### src/design/twm_pkg.sv
`default_nettype none

package twm_pkg;

    // ----------------------------------------------------------------
    // Register map, byte addresses on the APB
    // ----------------------------------------------------------------
    localparam logic [7:0] ADDR_CTRL   = 8'h00;
    localparam logic [7:0] ADDR_STATUS = 8'h04;
    localparam logic [7:0] ADDR_DATA   = 8'h08;

    // ----------------------------------------------------------------
    // Control register bit positions
    // ----------------------------------------------------------------
    localparam int CTL_FLAG  = 7;
    localparam int CTL_START = 5;
    localparam int CTL_STOP  = 4;
    localparam int CTL_EN    = 2;
    localparam int CTL_IE    = 0;

    // ----------------------------------------------------------------
    // Status codes, prescaler bits always zero
    // ----------------------------------------------------------------
    localparam logic [7:0] ST_START     = 8'h08;
    localparam logic [7:0] ST_ADDR_ACK  = 8'h18;
    localparam logic [7:0] ST_ADDR_NACK = 8'h20;
    localparam logic [7:0] ST_DATA_ACK  = 8'h28;
    localparam logic [7:0] ST_DATA_NACK = 8'h30;
    localparam logic [7:0] ST_NONE      = 8'hF8;

    // ----------------------------------------------------------------
    // Timing
    // ----------------------------------------------------------------
    localparam int CLK_NS      = 4;
    localparam int SCL_HALF_NS = 1250;
    localparam int HALF_CYC    = SCL_HALF_NS / CLK_NS;

    typedef enum logic [1:0] {
        CMD_START,
        CMD_BYTE,
        CMD_STOP
    } twm_cmd_t;

endpackage

`default_nettype wire

### src/design/twm_bit_if.sv
`timescale 1ns/1ps
`default_nettype none

interface twm_bit_if;
    logic               cmd_valid;
    twm_pkg::twm_cmd_t  cmd;
    logic [7:0]         tx_byte;
    logic               ready;
    logic               done;
    logic               nack;
    logic               scl_low;
    logic               sda_low;
    logic               scl_in;
    logic               sda_in;

    modport ctl (
        output cmd_valid, cmd, tx_byte, scl_in, sda_in,
        input  ready, done, nack, scl_low, sda_low
    );

    modport eng (
        input  cmd_valid, cmd, tx_byte, scl_in, sda_in,
        output ready, done, nack, scl_low, sda_low
    );
endinterface

`default_nettype wire

### src/design/twm_bit_engine.sv
`timescale 1ns/1ps
`default_nettype none

module twm_bit_engine #(
    parameter int HALF_CYC = twm_pkg::HALF_CYC
) (
    input  wire logic  clk_i,
    input  wire logic  sys_rst_i,
    input  wire logic  ce_i,
    twm_bit_if.eng     bus
);

    typedef enum logic [3:0] {
        E_IDLE, E_ST_WAIT, E_ST_SDA, E_ST_SCL, E_HOLD,
        E_BIT_LO, E_BIT_HI, E_ACK_LO, E_ACK_HI,
        E_SP_LO, E_SP_SCL, E_SP_SDA
    } twm_eng_state_t;

    typedef struct packed {
        twm_eng_state_t state;
        logic [15:0]    cnt;
        logic [2:0]     bitn;
        logic [7:0]     shreg;
        logic           scl_low;
        logic           sda_low;
        logic           done;
        logic           nack;
    } twm_eng_t;

    twm_eng_t q;
    twm_eng_t d;
    logic     tick;

    assign tick        = (q.cnt == 16'(HALF_CYC - 1));
    assign bus.ready   = (q.state == E_IDLE) || (q.state == E_HOLD);
    assign bus.done    = q.done;
    assign bus.nack    = q.nack;
    assign bus.scl_low = q.scl_low;
    assign bus.sda_low = q.sda_low;

    always_comb begin
        d      = q;
        d.done = 1'b0;
        d.cnt  = tick ? q.cnt : q.cnt + 16'h0001;
        unique case (q.state)
            E_IDLE, E_HOLD: begin
                if (bus.cmd_valid) begin
                    d.cnt = '0;
                    unique case (bus.cmd)
                        twm_pkg::CMD_START: d.state = E_ST_WAIT;
                        twm_pkg::CMD_BYTE: begin
                            d.state   = E_BIT_LO;
                            d.scl_low = 1'b1;
                            d.shreg   = bus.tx_byte;
                            d.bitn    = '0;
                        end
                        default: begin
                            d.state   = E_SP_LO;
                            d.scl_low = 1'b1;
                        end
                    endcase
                end
            end
            // Waits for a free bus; also serves a repeated start
            E_ST_WAIT: begin
                d.sda_low = 1'b0;
                if (tick) begin
                    d.scl_low = 1'b0;
                    if (!q.scl_low && bus.scl_in && bus.sda_in) begin
                        d.state = E_ST_SDA;
                        d.cnt   = '0;
                    end
                end
            end
            E_ST_SDA: begin
                d.sda_low = 1'b1;
                if (tick) begin
                    d.state   = E_ST_SCL;
                    d.scl_low = 1'b1;
                    d.cnt     = '0;
                end
            end
            E_ST_SCL: begin
                if (tick) begin
                    d.state = E_HOLD;
                    d.done  = 1'b1;
                end
            end
            E_BIT_LO: begin
                d.sda_low = ~q.shreg[7];
                if (tick) begin
                    d.state   = E_BIT_HI;
                    d.scl_low = 1'b0;
                    d.cnt     = '0;
                end
            end
            // Slave may stretch the clock: wait for the line high
            E_BIT_HI: begin
                if (tick && bus.scl_in) begin
                    d.scl_low = 1'b1;
                    d.cnt     = '0;
                    d.shreg   = {q.shreg[6:0], 1'b0};
                    d.bitn    = q.bitn + 3'h1;
                    d.state   = (q.bitn == 3'h7) ? E_ACK_LO : E_BIT_LO;
                end
            end
            E_ACK_LO: begin
                d.sda_low = 1'b0;
                if (tick) begin
                    d.state   = E_ACK_HI;
                    d.scl_low = 1'b0;
                    d.cnt     = '0;
                end
            end
            E_ACK_HI: begin
                if (tick && bus.scl_in) begin
                    d.nack    = bus.sda_in;
                    d.scl_low = 1'b1;
                    d.state   = E_HOLD;
                    d.done    = 1'b1;
                end
            end
            E_SP_LO: begin
                d.sda_low = 1'b1;
                if (tick) begin
                    d.state   = E_SP_SCL;
                    d.scl_low = 1'b0;
                    d.cnt     = '0;
                end
            end
            E_SP_SCL: begin
                if (tick && bus.scl_in) begin
                    d.state   = E_SP_SDA;
                    d.sda_low = 1'b0;
                    d.cnt     = '0;
                end
            end
            E_SP_SDA: begin
                if (tick) begin
                    d.state = E_IDLE;
                end
            end
            default: d.state = E_IDLE;
        endcase
    end

    always_ff @(posedge clk_i) begin
        if (sys_rst_i) begin
            q <= '0;
        end else if (ce_i) begin
            q <= d;
        end
    end
endmodule // twm_bit_engine

`default_nettype wire

### src/design/twm_two_wire_iface.sv
`timescale 1ns/1ps
`default_nettype none

module twm_two_wire_iface (
    input  wire logic        clk_i,
    input  wire logic        sys_rst_i,
    input  wire logic        ce_i,
    input  wire logic        psel_i,
    input  wire logic        penable_i,
    input  wire logic        pwrite_i,
    input  wire logic [7:0]  paddr_i,
    input  wire logic [31:0] pwdata_i,
    output logic [31:0]      prdata_o,
    output logic             pready_o,
    output logic             pslverr_o,
    input  wire logic        cpu_flags_reg_gie_i,
    output logic             irq_o,
    input  wire logic        scl_i,
    output logic             scl_o,
    output logic             scl_oe_n_o,
    input  wire logic        sda_i,
    output logic             sda_o,
    output logic             sda_oe_n_o
);

    // ----------------------------------------------------------------
    // State
    // ----------------------------------------------------------------
    typedef struct packed {
        logic              local_irq_enable;
        logic              en;
        logic              sta;
        logic              sto;
        logic              flag;
        logic [7:0]        shift_data_reg;
        logic [7:0]        link_status_reg;
        logic [7:0]        code;
        logic              pend;
        logic              cmd_valid;
        twm_pkg::twm_cmd_t cmd;
        logic              is_addr;
        logic              scl_s1;
        logic              scl_s2;
        logic              sda_s1;
        logic              sda_s2;
        logic              scl_oe_n;
        logic              sda_oe_n;
        logic              line_lvl;
        logic [31:0]       prdata;
        logic              pready;
        logic              pslverr;
        logic              irq;
    } twm_top_t;

    twm_top_t  q;
    twm_top_t  d;
    twm_bit_if bus ();

    logic setup;
    logic wr;

    // ----------------------------------------------------------------
    // Helpers
    // ----------------------------------------------------------------
    function automatic logic reg_mapped(input logic [7:0] a);
        return (a == twm_pkg::ADDR_CTRL) || (a == twm_pkg::ADDR_STATUS) || (a == twm_pkg::ADDR_DATA);
    endfunction

    // Event code from the finished operation
    function automatic logic [7:0] event_code(input twm_pkg::twm_cmd_t c,
                                              input logic is_addr,
                                              input logic nack);
        if (c == twm_pkg::CMD_START) begin
            return twm_pkg::ST_START;
        end else if (is_addr) begin
            return nack ? twm_pkg::ST_ADDR_NACK : twm_pkg::ST_ADDR_ACK;
        end
        return nack ? twm_pkg::ST_DATA_NACK : twm_pkg::ST_DATA_ACK;
    endfunction

    // ----------------------------------------------------------------
    // Bit engine
    // ----------------------------------------------------------------
    assign bus.cmd_valid = q.cmd_valid;
    assign bus.cmd       = q.cmd;
    assign bus.tx_byte   = q.shift_data_reg;
    assign bus.scl_in    = q.scl_s2;
    assign bus.sda_in    = q.sda_s2;

    twm_bit_engine #(
        .HALF_CYC (twm_pkg::HALF_CYC)
    ) u_engine (
        .clk_i     (clk_i),
        .sys_rst_i (sys_rst_i),
        .ce_i      (ce_i),
        .bus       (bus.eng)
    );

    assign setup = psel_i && !penable_i && !q.pready;
    assign wr    = psel_i && penable_i && q.pready && pwrite_i && !q.pslverr;

    // ----------------------------------------------------------------
    // Next state
    // ----------------------------------------------------------------
    always_comb begin
        d           = q;
        d.cmd_valid = 1'b0;
        d.pready    = setup;
        d.scl_s1    = scl_i;
        d.scl_s2    = q.scl_s1;
        d.sda_s1    = sda_i;
        d.sda_s2    = q.sda_s1;
        d.scl_oe_n  = !bus.scl_low;
        d.sda_oe_n  = !bus.sda_low;
        d.line_lvl  = 1'b0;

        // Read data is captured in the setup cycle, answer in the first access cycle
        if (setup) begin
            d.pslverr = !reg_mapped(paddr_i);
            unique case (paddr_i)
                twm_pkg::ADDR_CTRL: begin
                    d.prdata                      = '0;
                    d.prdata[twm_pkg::CTL_FLAG]  = q.flag;
                    d.prdata[twm_pkg::CTL_START] = q.sta;
                    d.prdata[twm_pkg::CTL_STOP]  = q.sto;
                    d.prdata[twm_pkg::CTL_EN]    = q.en;
                    d.prdata[twm_pkg::CTL_IE]    = q.local_irq_enable;
                end
                twm_pkg::ADDR_STATUS: d.prdata = {24'h000000, q.link_status_reg};
                twm_pkg::ADDR_DATA:   d.prdata = {24'h000000, q.shift_data_reg};
                default:              d.prdata = '0;
            endcase
        end

        if (wr && paddr_i == twm_pkg::ADDR_DATA) begin
            d.shift_data_reg = pwdata_i[7:0];
        end

        if (wr && paddr_i == twm_pkg::ADDR_CTRL) begin
            d.local_irq_enable = pwdata_i[twm_pkg::CTL_IE];
            d.en               = pwdata_i[twm_pkg::CTL_EN];
            d.sta              = pwdata_i[twm_pkg::CTL_START];
            d.sto              = pwdata_i[twm_pkg::CTL_STOP];
            // A zero in the flag bit does nothing
            if (pwdata_i[twm_pkg::CTL_FLAG]) begin
                d.flag = 1'b0;
                d.pend = pwdata_i[twm_pkg::CTL_EN];
            end
        end

        // Launch only once the flag is down and the engine idles or holds
        if (q.pend && !q.flag && bus.ready && !q.cmd_valid) begin
            d.pend      = 1'b0;
            d.cmd_valid = 1'b1;
            if (q.sta) begin
                d.cmd = twm_pkg::CMD_START;
            end else if (q.sto) begin
                d.cmd = twm_pkg::CMD_STOP;
                d.sto = 1'b0;
            end else begin
                d.cmd = twm_pkg::CMD_BYTE;
            end
        end

        // Set beats a clear arriving in the same cycle
        if (bus.done) begin
            d.flag    = 1'b1;
            d.code    = event_code(q.cmd, q.is_addr, bus.nack);
            d.is_addr = (q.cmd == twm_pkg::CMD_START);
        end

        d.link_status_reg = q.flag ? q.code : twm_pkg::ST_NONE;
        d.irq             = q.flag && q.local_irq_enable && cpu_flags_reg_gie_i;
    end

    always_ff @(posedge clk_i) begin
        if (sys_rst_i) begin
            q                 <= '0;
            q.link_status_reg <= twm_pkg::ST_NONE;
            q.scl_oe_n        <= 1'b1;
            q.sda_oe_n        <= 1'b1;
        end else if (ce_i) begin
            q <= d;
        end
    end

    // ----------------------------------------------------------------
    // Outputs
    // ----------------------------------------------------------------
    assign prdata_o   = q.prdata;
    assign pready_o   = q.pready;
    assign pslverr_o  = q.pslverr;
    assign irq_o      = q.irq;
    assign scl_o      = q.line_lvl;
    assign sda_o      = q.line_lvl;
    assign scl_oe_n_o = q.scl_oe_n;
    assign sda_oe_n_o = q.sda_oe_n;
endmodule // twm_two_wire_iface

`default_nettype wire

### config.mk
export PLATFORM = sky130hd
export DESIGN_NAME = twm_two_wire_iface
export DESIGN_NICKNAME = d
export VERILOG_FILES = /design/src/design/twm_pkg.sv /design/src/design/twm_bit_if.sv /design/src/design/twm_bit_engine.sv /design/src/design/twm_two_wire_iface.sv
export SDC_FILE = /design/constraint.sdc
export NUM_CORES = 1
export LEC_CHECK = 0
export BUFFER_PORTS_ARGS = -buffer_cell sky130_fd_sc_hd__buf_2
export CORE_ASPECT_RATIO = 0.9
export CORE_UTILIZATION = 35
export CTS_CLUSTER_SIZE = 30
export DETAILED_ROUTE_END_ITERATION = 8
export PLACE_DENSITY = 0.54
export SLEW_MARGIN = 20
export SYNTH_ARGS = -nofsm -noshare
export SYNTH_HDL_FRONTEND = slang
export SYNTH_SLANG_ARGS = --single-unit
### constraint.sdc
create_clock -name clk_i -period 3.1 [get_ports clk_i]
set_input_delay 0.62 -clock clk_i [delete_from_list [all_inputs] [get_ports clk_i]]
set_output_delay 0.62 -clock clk_i [all_outputs]
set_load 0.02 [all_outputs]
==> qor.csv <==
stage,metric,value,unit
timing,finalCriticalPeriod,2.51,ns
die,die_w,120,um
critical_path,start_kind,flip-flop,
global_routing,grt_max_degree,65,
layout,fin_util,39.5,%
layout,final_common_cell,dfxtp_1,
layout,num_antenna_cells,0,
yosys,yosysWarnings,0,
global_routing,grt-ovfl-total,0,
layout,stdcell_area,4790,sq um
die,row_count,38,
timing,finalSetupViolCount,0,
placement,port_buffers,37,
clock_tree,numCtsBuffers,9,
layout,fillCellCount,1223,
placement,place_area,4500,sq um
hold_path,min_path_type,flip-flop to flip-flop,
drt,drt_iter0_drc,323,
yosys,ys.flop_type,dfxtp_1,
timing,timing.final.ws_setup,0.594,ns
critical_path,path_max_fanout,13,
clock_tree,cts_buffer_depth,2,
die,fp.dieH,108,um
clock_tree,postCtsHoldBufs,0,
critical_path,critical-path-max-stage-delay,0.46,ns
drt,drtAntennaViolNets,0,
yosys,synth_area,4360,sq um
drt,wl,10000,um
yosys,ys_seq_elements,77,
clock_tree,worst_skew_pair.late_latency,0.34,ns
layout,layout_common_cells,"dfxtp_1, nor2_1, buf_2",
layout,areaGrowthSynthToFinish,9.87,%
drt,vias,3606,
drt,wl_per_cell,14.7,um
timing,worstMarginPinSlew,1.03,ns
yosys,async_flop_share,0,%
power,p_leak,1.81,nW
layout,multi_input_area,2460,sq um
clock_tree,ctsResizeCount,0,
flow_run,drv_cap,0,
die,pin_count,88,
critical_path,cp_slowest_cell,and4_1,
clock_tree,clockRootBuffer,clkbuf_16,
power,power.density,452,nW/um^2
yosys,synth_edf_count,0,
run_status,status,completed,
drt,drtPass1Iterations,5,
yosys,synth_cell_types,63,
global_routing,grt_pass1_vias,3323,
drt,via_per_inst,5.30,
die,start_util,36.0,%
critical_path,critPathArrivalTime,2.73,ns
clock_tree,cts_tree,done,
timing,final.period_utilization,80.8,%
placement,place_hpwl,7020,um
placement,gp_congestion,0.858,
yosys,synth_seq_area_share,35.3,%
critical_path,cp-end-kind,flip-flop,
die,core_area,12100,sq um
clock_tree,post_cts_buffers,0,
timing,slew_violations,0,
yosys,syn_area_per_cell,8.66,sq um
timing,fin_skew,0.00920,ns
drt,drc_errors,0,
placement,pre_cts_ws,0.597,ns
timing,rsz0062_at_grt,false,
timing,tns,0,ns
clock_tree,htreeDepth,3,
timing,maxSlewHeadroom,31.0,%
global_routing,antenna_found_initial,0,
critical_path,worst-setup-path-type,flip-flop to flip-flop,
power,ir_drop,0.259,mV
timing,timing_hold_violations_final,0,
global_routing,grt_pass1_wl,16700,um
layout,drive_gt1_share,14.8,%
die,dieArea,12900,sq um
yosys,syn_inst,504,
critical_path,worstPathCellList,ha_1 > and3_1 > and4_1 > inv_4 > o2111ai_1 > and4bb_1 > mux2_1,
timing,fmax,399,MHz
layout,register_area,1540,sq um
critical_path,worstPathRequired,3.32,ns
clock_tree,clkTransAtPathRegs,0.06,ns
global_routing,grt.total_usage,16.5,%
clock_tree,cts_sinks,77,
layout,fin_nets,569,
## cell families after synthesis
logic type / Yosys count / share of synthesized area, %
AND/OR/NAND/NOR: 177 / 22.7
AO/OA/AOI/OAI: 123 / 20.6
buffers and inverters: 78 / 10.4
flip-flops: 77 / 35.3
multiplexers: 28 / 6.45
XOR/XNOR: 15 / 3.01
adder cells (fa/ha/maj): 5 / 1.38
other: 1 / 0.0860
## per-layer routing
| layer | vias to the layer above | routed length [um] | track usage [%] |
|---|---|---|---|
| met1 | 1709 | 5210 | 23.4 |
| met4 | 0 | 222 | 8.39 |
| met3 | 15 | 397 | 3.07 |
| met2 | 83 | 4180 | 23.6 |
| met5 | - | 0 | 0 |
| li1 | 1799 | - | - |
## synth_stat cells (3+ instances only)
cell	number	area, sq um
a22oi_1	6	45.0
dfxtp_1	77	1540
nor3_1	14	70.1
buf_2	7	35.0
a211oi_1	9	67.6
or3_1	4	25.0
clkbuf_1	21	78.8
xor2_1	5	43.8
mux2i_1	27	270
nor4_1	6	37.5
and3_1	9	56.3
o21ai_1	6	30.0
nor2_1	42	158
o211ai_1	3	22.5
buf_4	34	255
a21oi_1	32	160
o31ai_1	5	37.5
ha_1	4	50.1
nor2b_1	11	68.8
buf_1	5	18.8
nand4_1	9	56.3
a32oi_1	7	61.3
nand2b_1	17	106
o21ai_0	20	100
buf_6	3	33.8
a311oi_1	7	61.3
nand2_1	28	105
xnor2_1	10	87.6
inv_1	7	26.3
a211oi_2	10	125
nand3_1	12	60.1
nand3b_1	6	45.0
## per-stage QoR
stage / std cells / hold WS, ns / total power, mW
2_1_floorplan: 529 / 0.432 / 1.13
3_3_place_gp: 665 / 0.442 / 1.14
3_5_place_dp: 665 / 0.453 / 1.14
4_1_cts: 680 / 0.460 / 2.19
5_1_grt: 680 / 0.480 / 2.24
6_report: 680 / 0.454 / 2.17
## worst max-delay path, delay by kind of cell (launching register included)
| family | cells | cell delay [ns] |
|---|---|---|
| fa+ha+maj | 1 | 0.27 |
| simple gates | 3 | 1.04 |
| flops | 1 | 0.42 |
| compound gates | 1 | 0.14 |
| buf+inv | 1 | 0.17 |
| mux | 1 | 0.35 |
## registers in the layout, summed over array words and instances (netlist names), 2 cells and up
register	flops
prdata_o	8
bus.tx_byte	8
u_engine.q	31
q	14
bus.cmd	2
d	2
## where the power goes
part           switching [mW]  internal (mW)
sequential            0.00575          0.996
combinational          0.0859         0.0340
clock                   0.403          0.643
## path summary, 6_finish.rpt
check                   end           start  depth (start not counted)  slack, ns
max          u_engine.q[34]  u_engine.q[15]                          7       0.59
min             prdata_o[1]     prdata_o[1]                          2       0.45
max reg2reg  u_engine.q[34]  u_engine.q[15]                          7       0.59
min reg2reg     prdata_o[1]     prdata_o[1]                          2       0.45
## area by class of cell
class,instances,area share [%]
Clock buffer,12,5.14
Clock inverter,3,0.966
Inverter,8,0.679
Multi-Input combinational cell,374,51.3
Sequential cell,77,32.2
Tap cell,160,4.18
Timing Repair Buffer,46,5.53
Note: power is estimated with default switching activity, not from simulation.
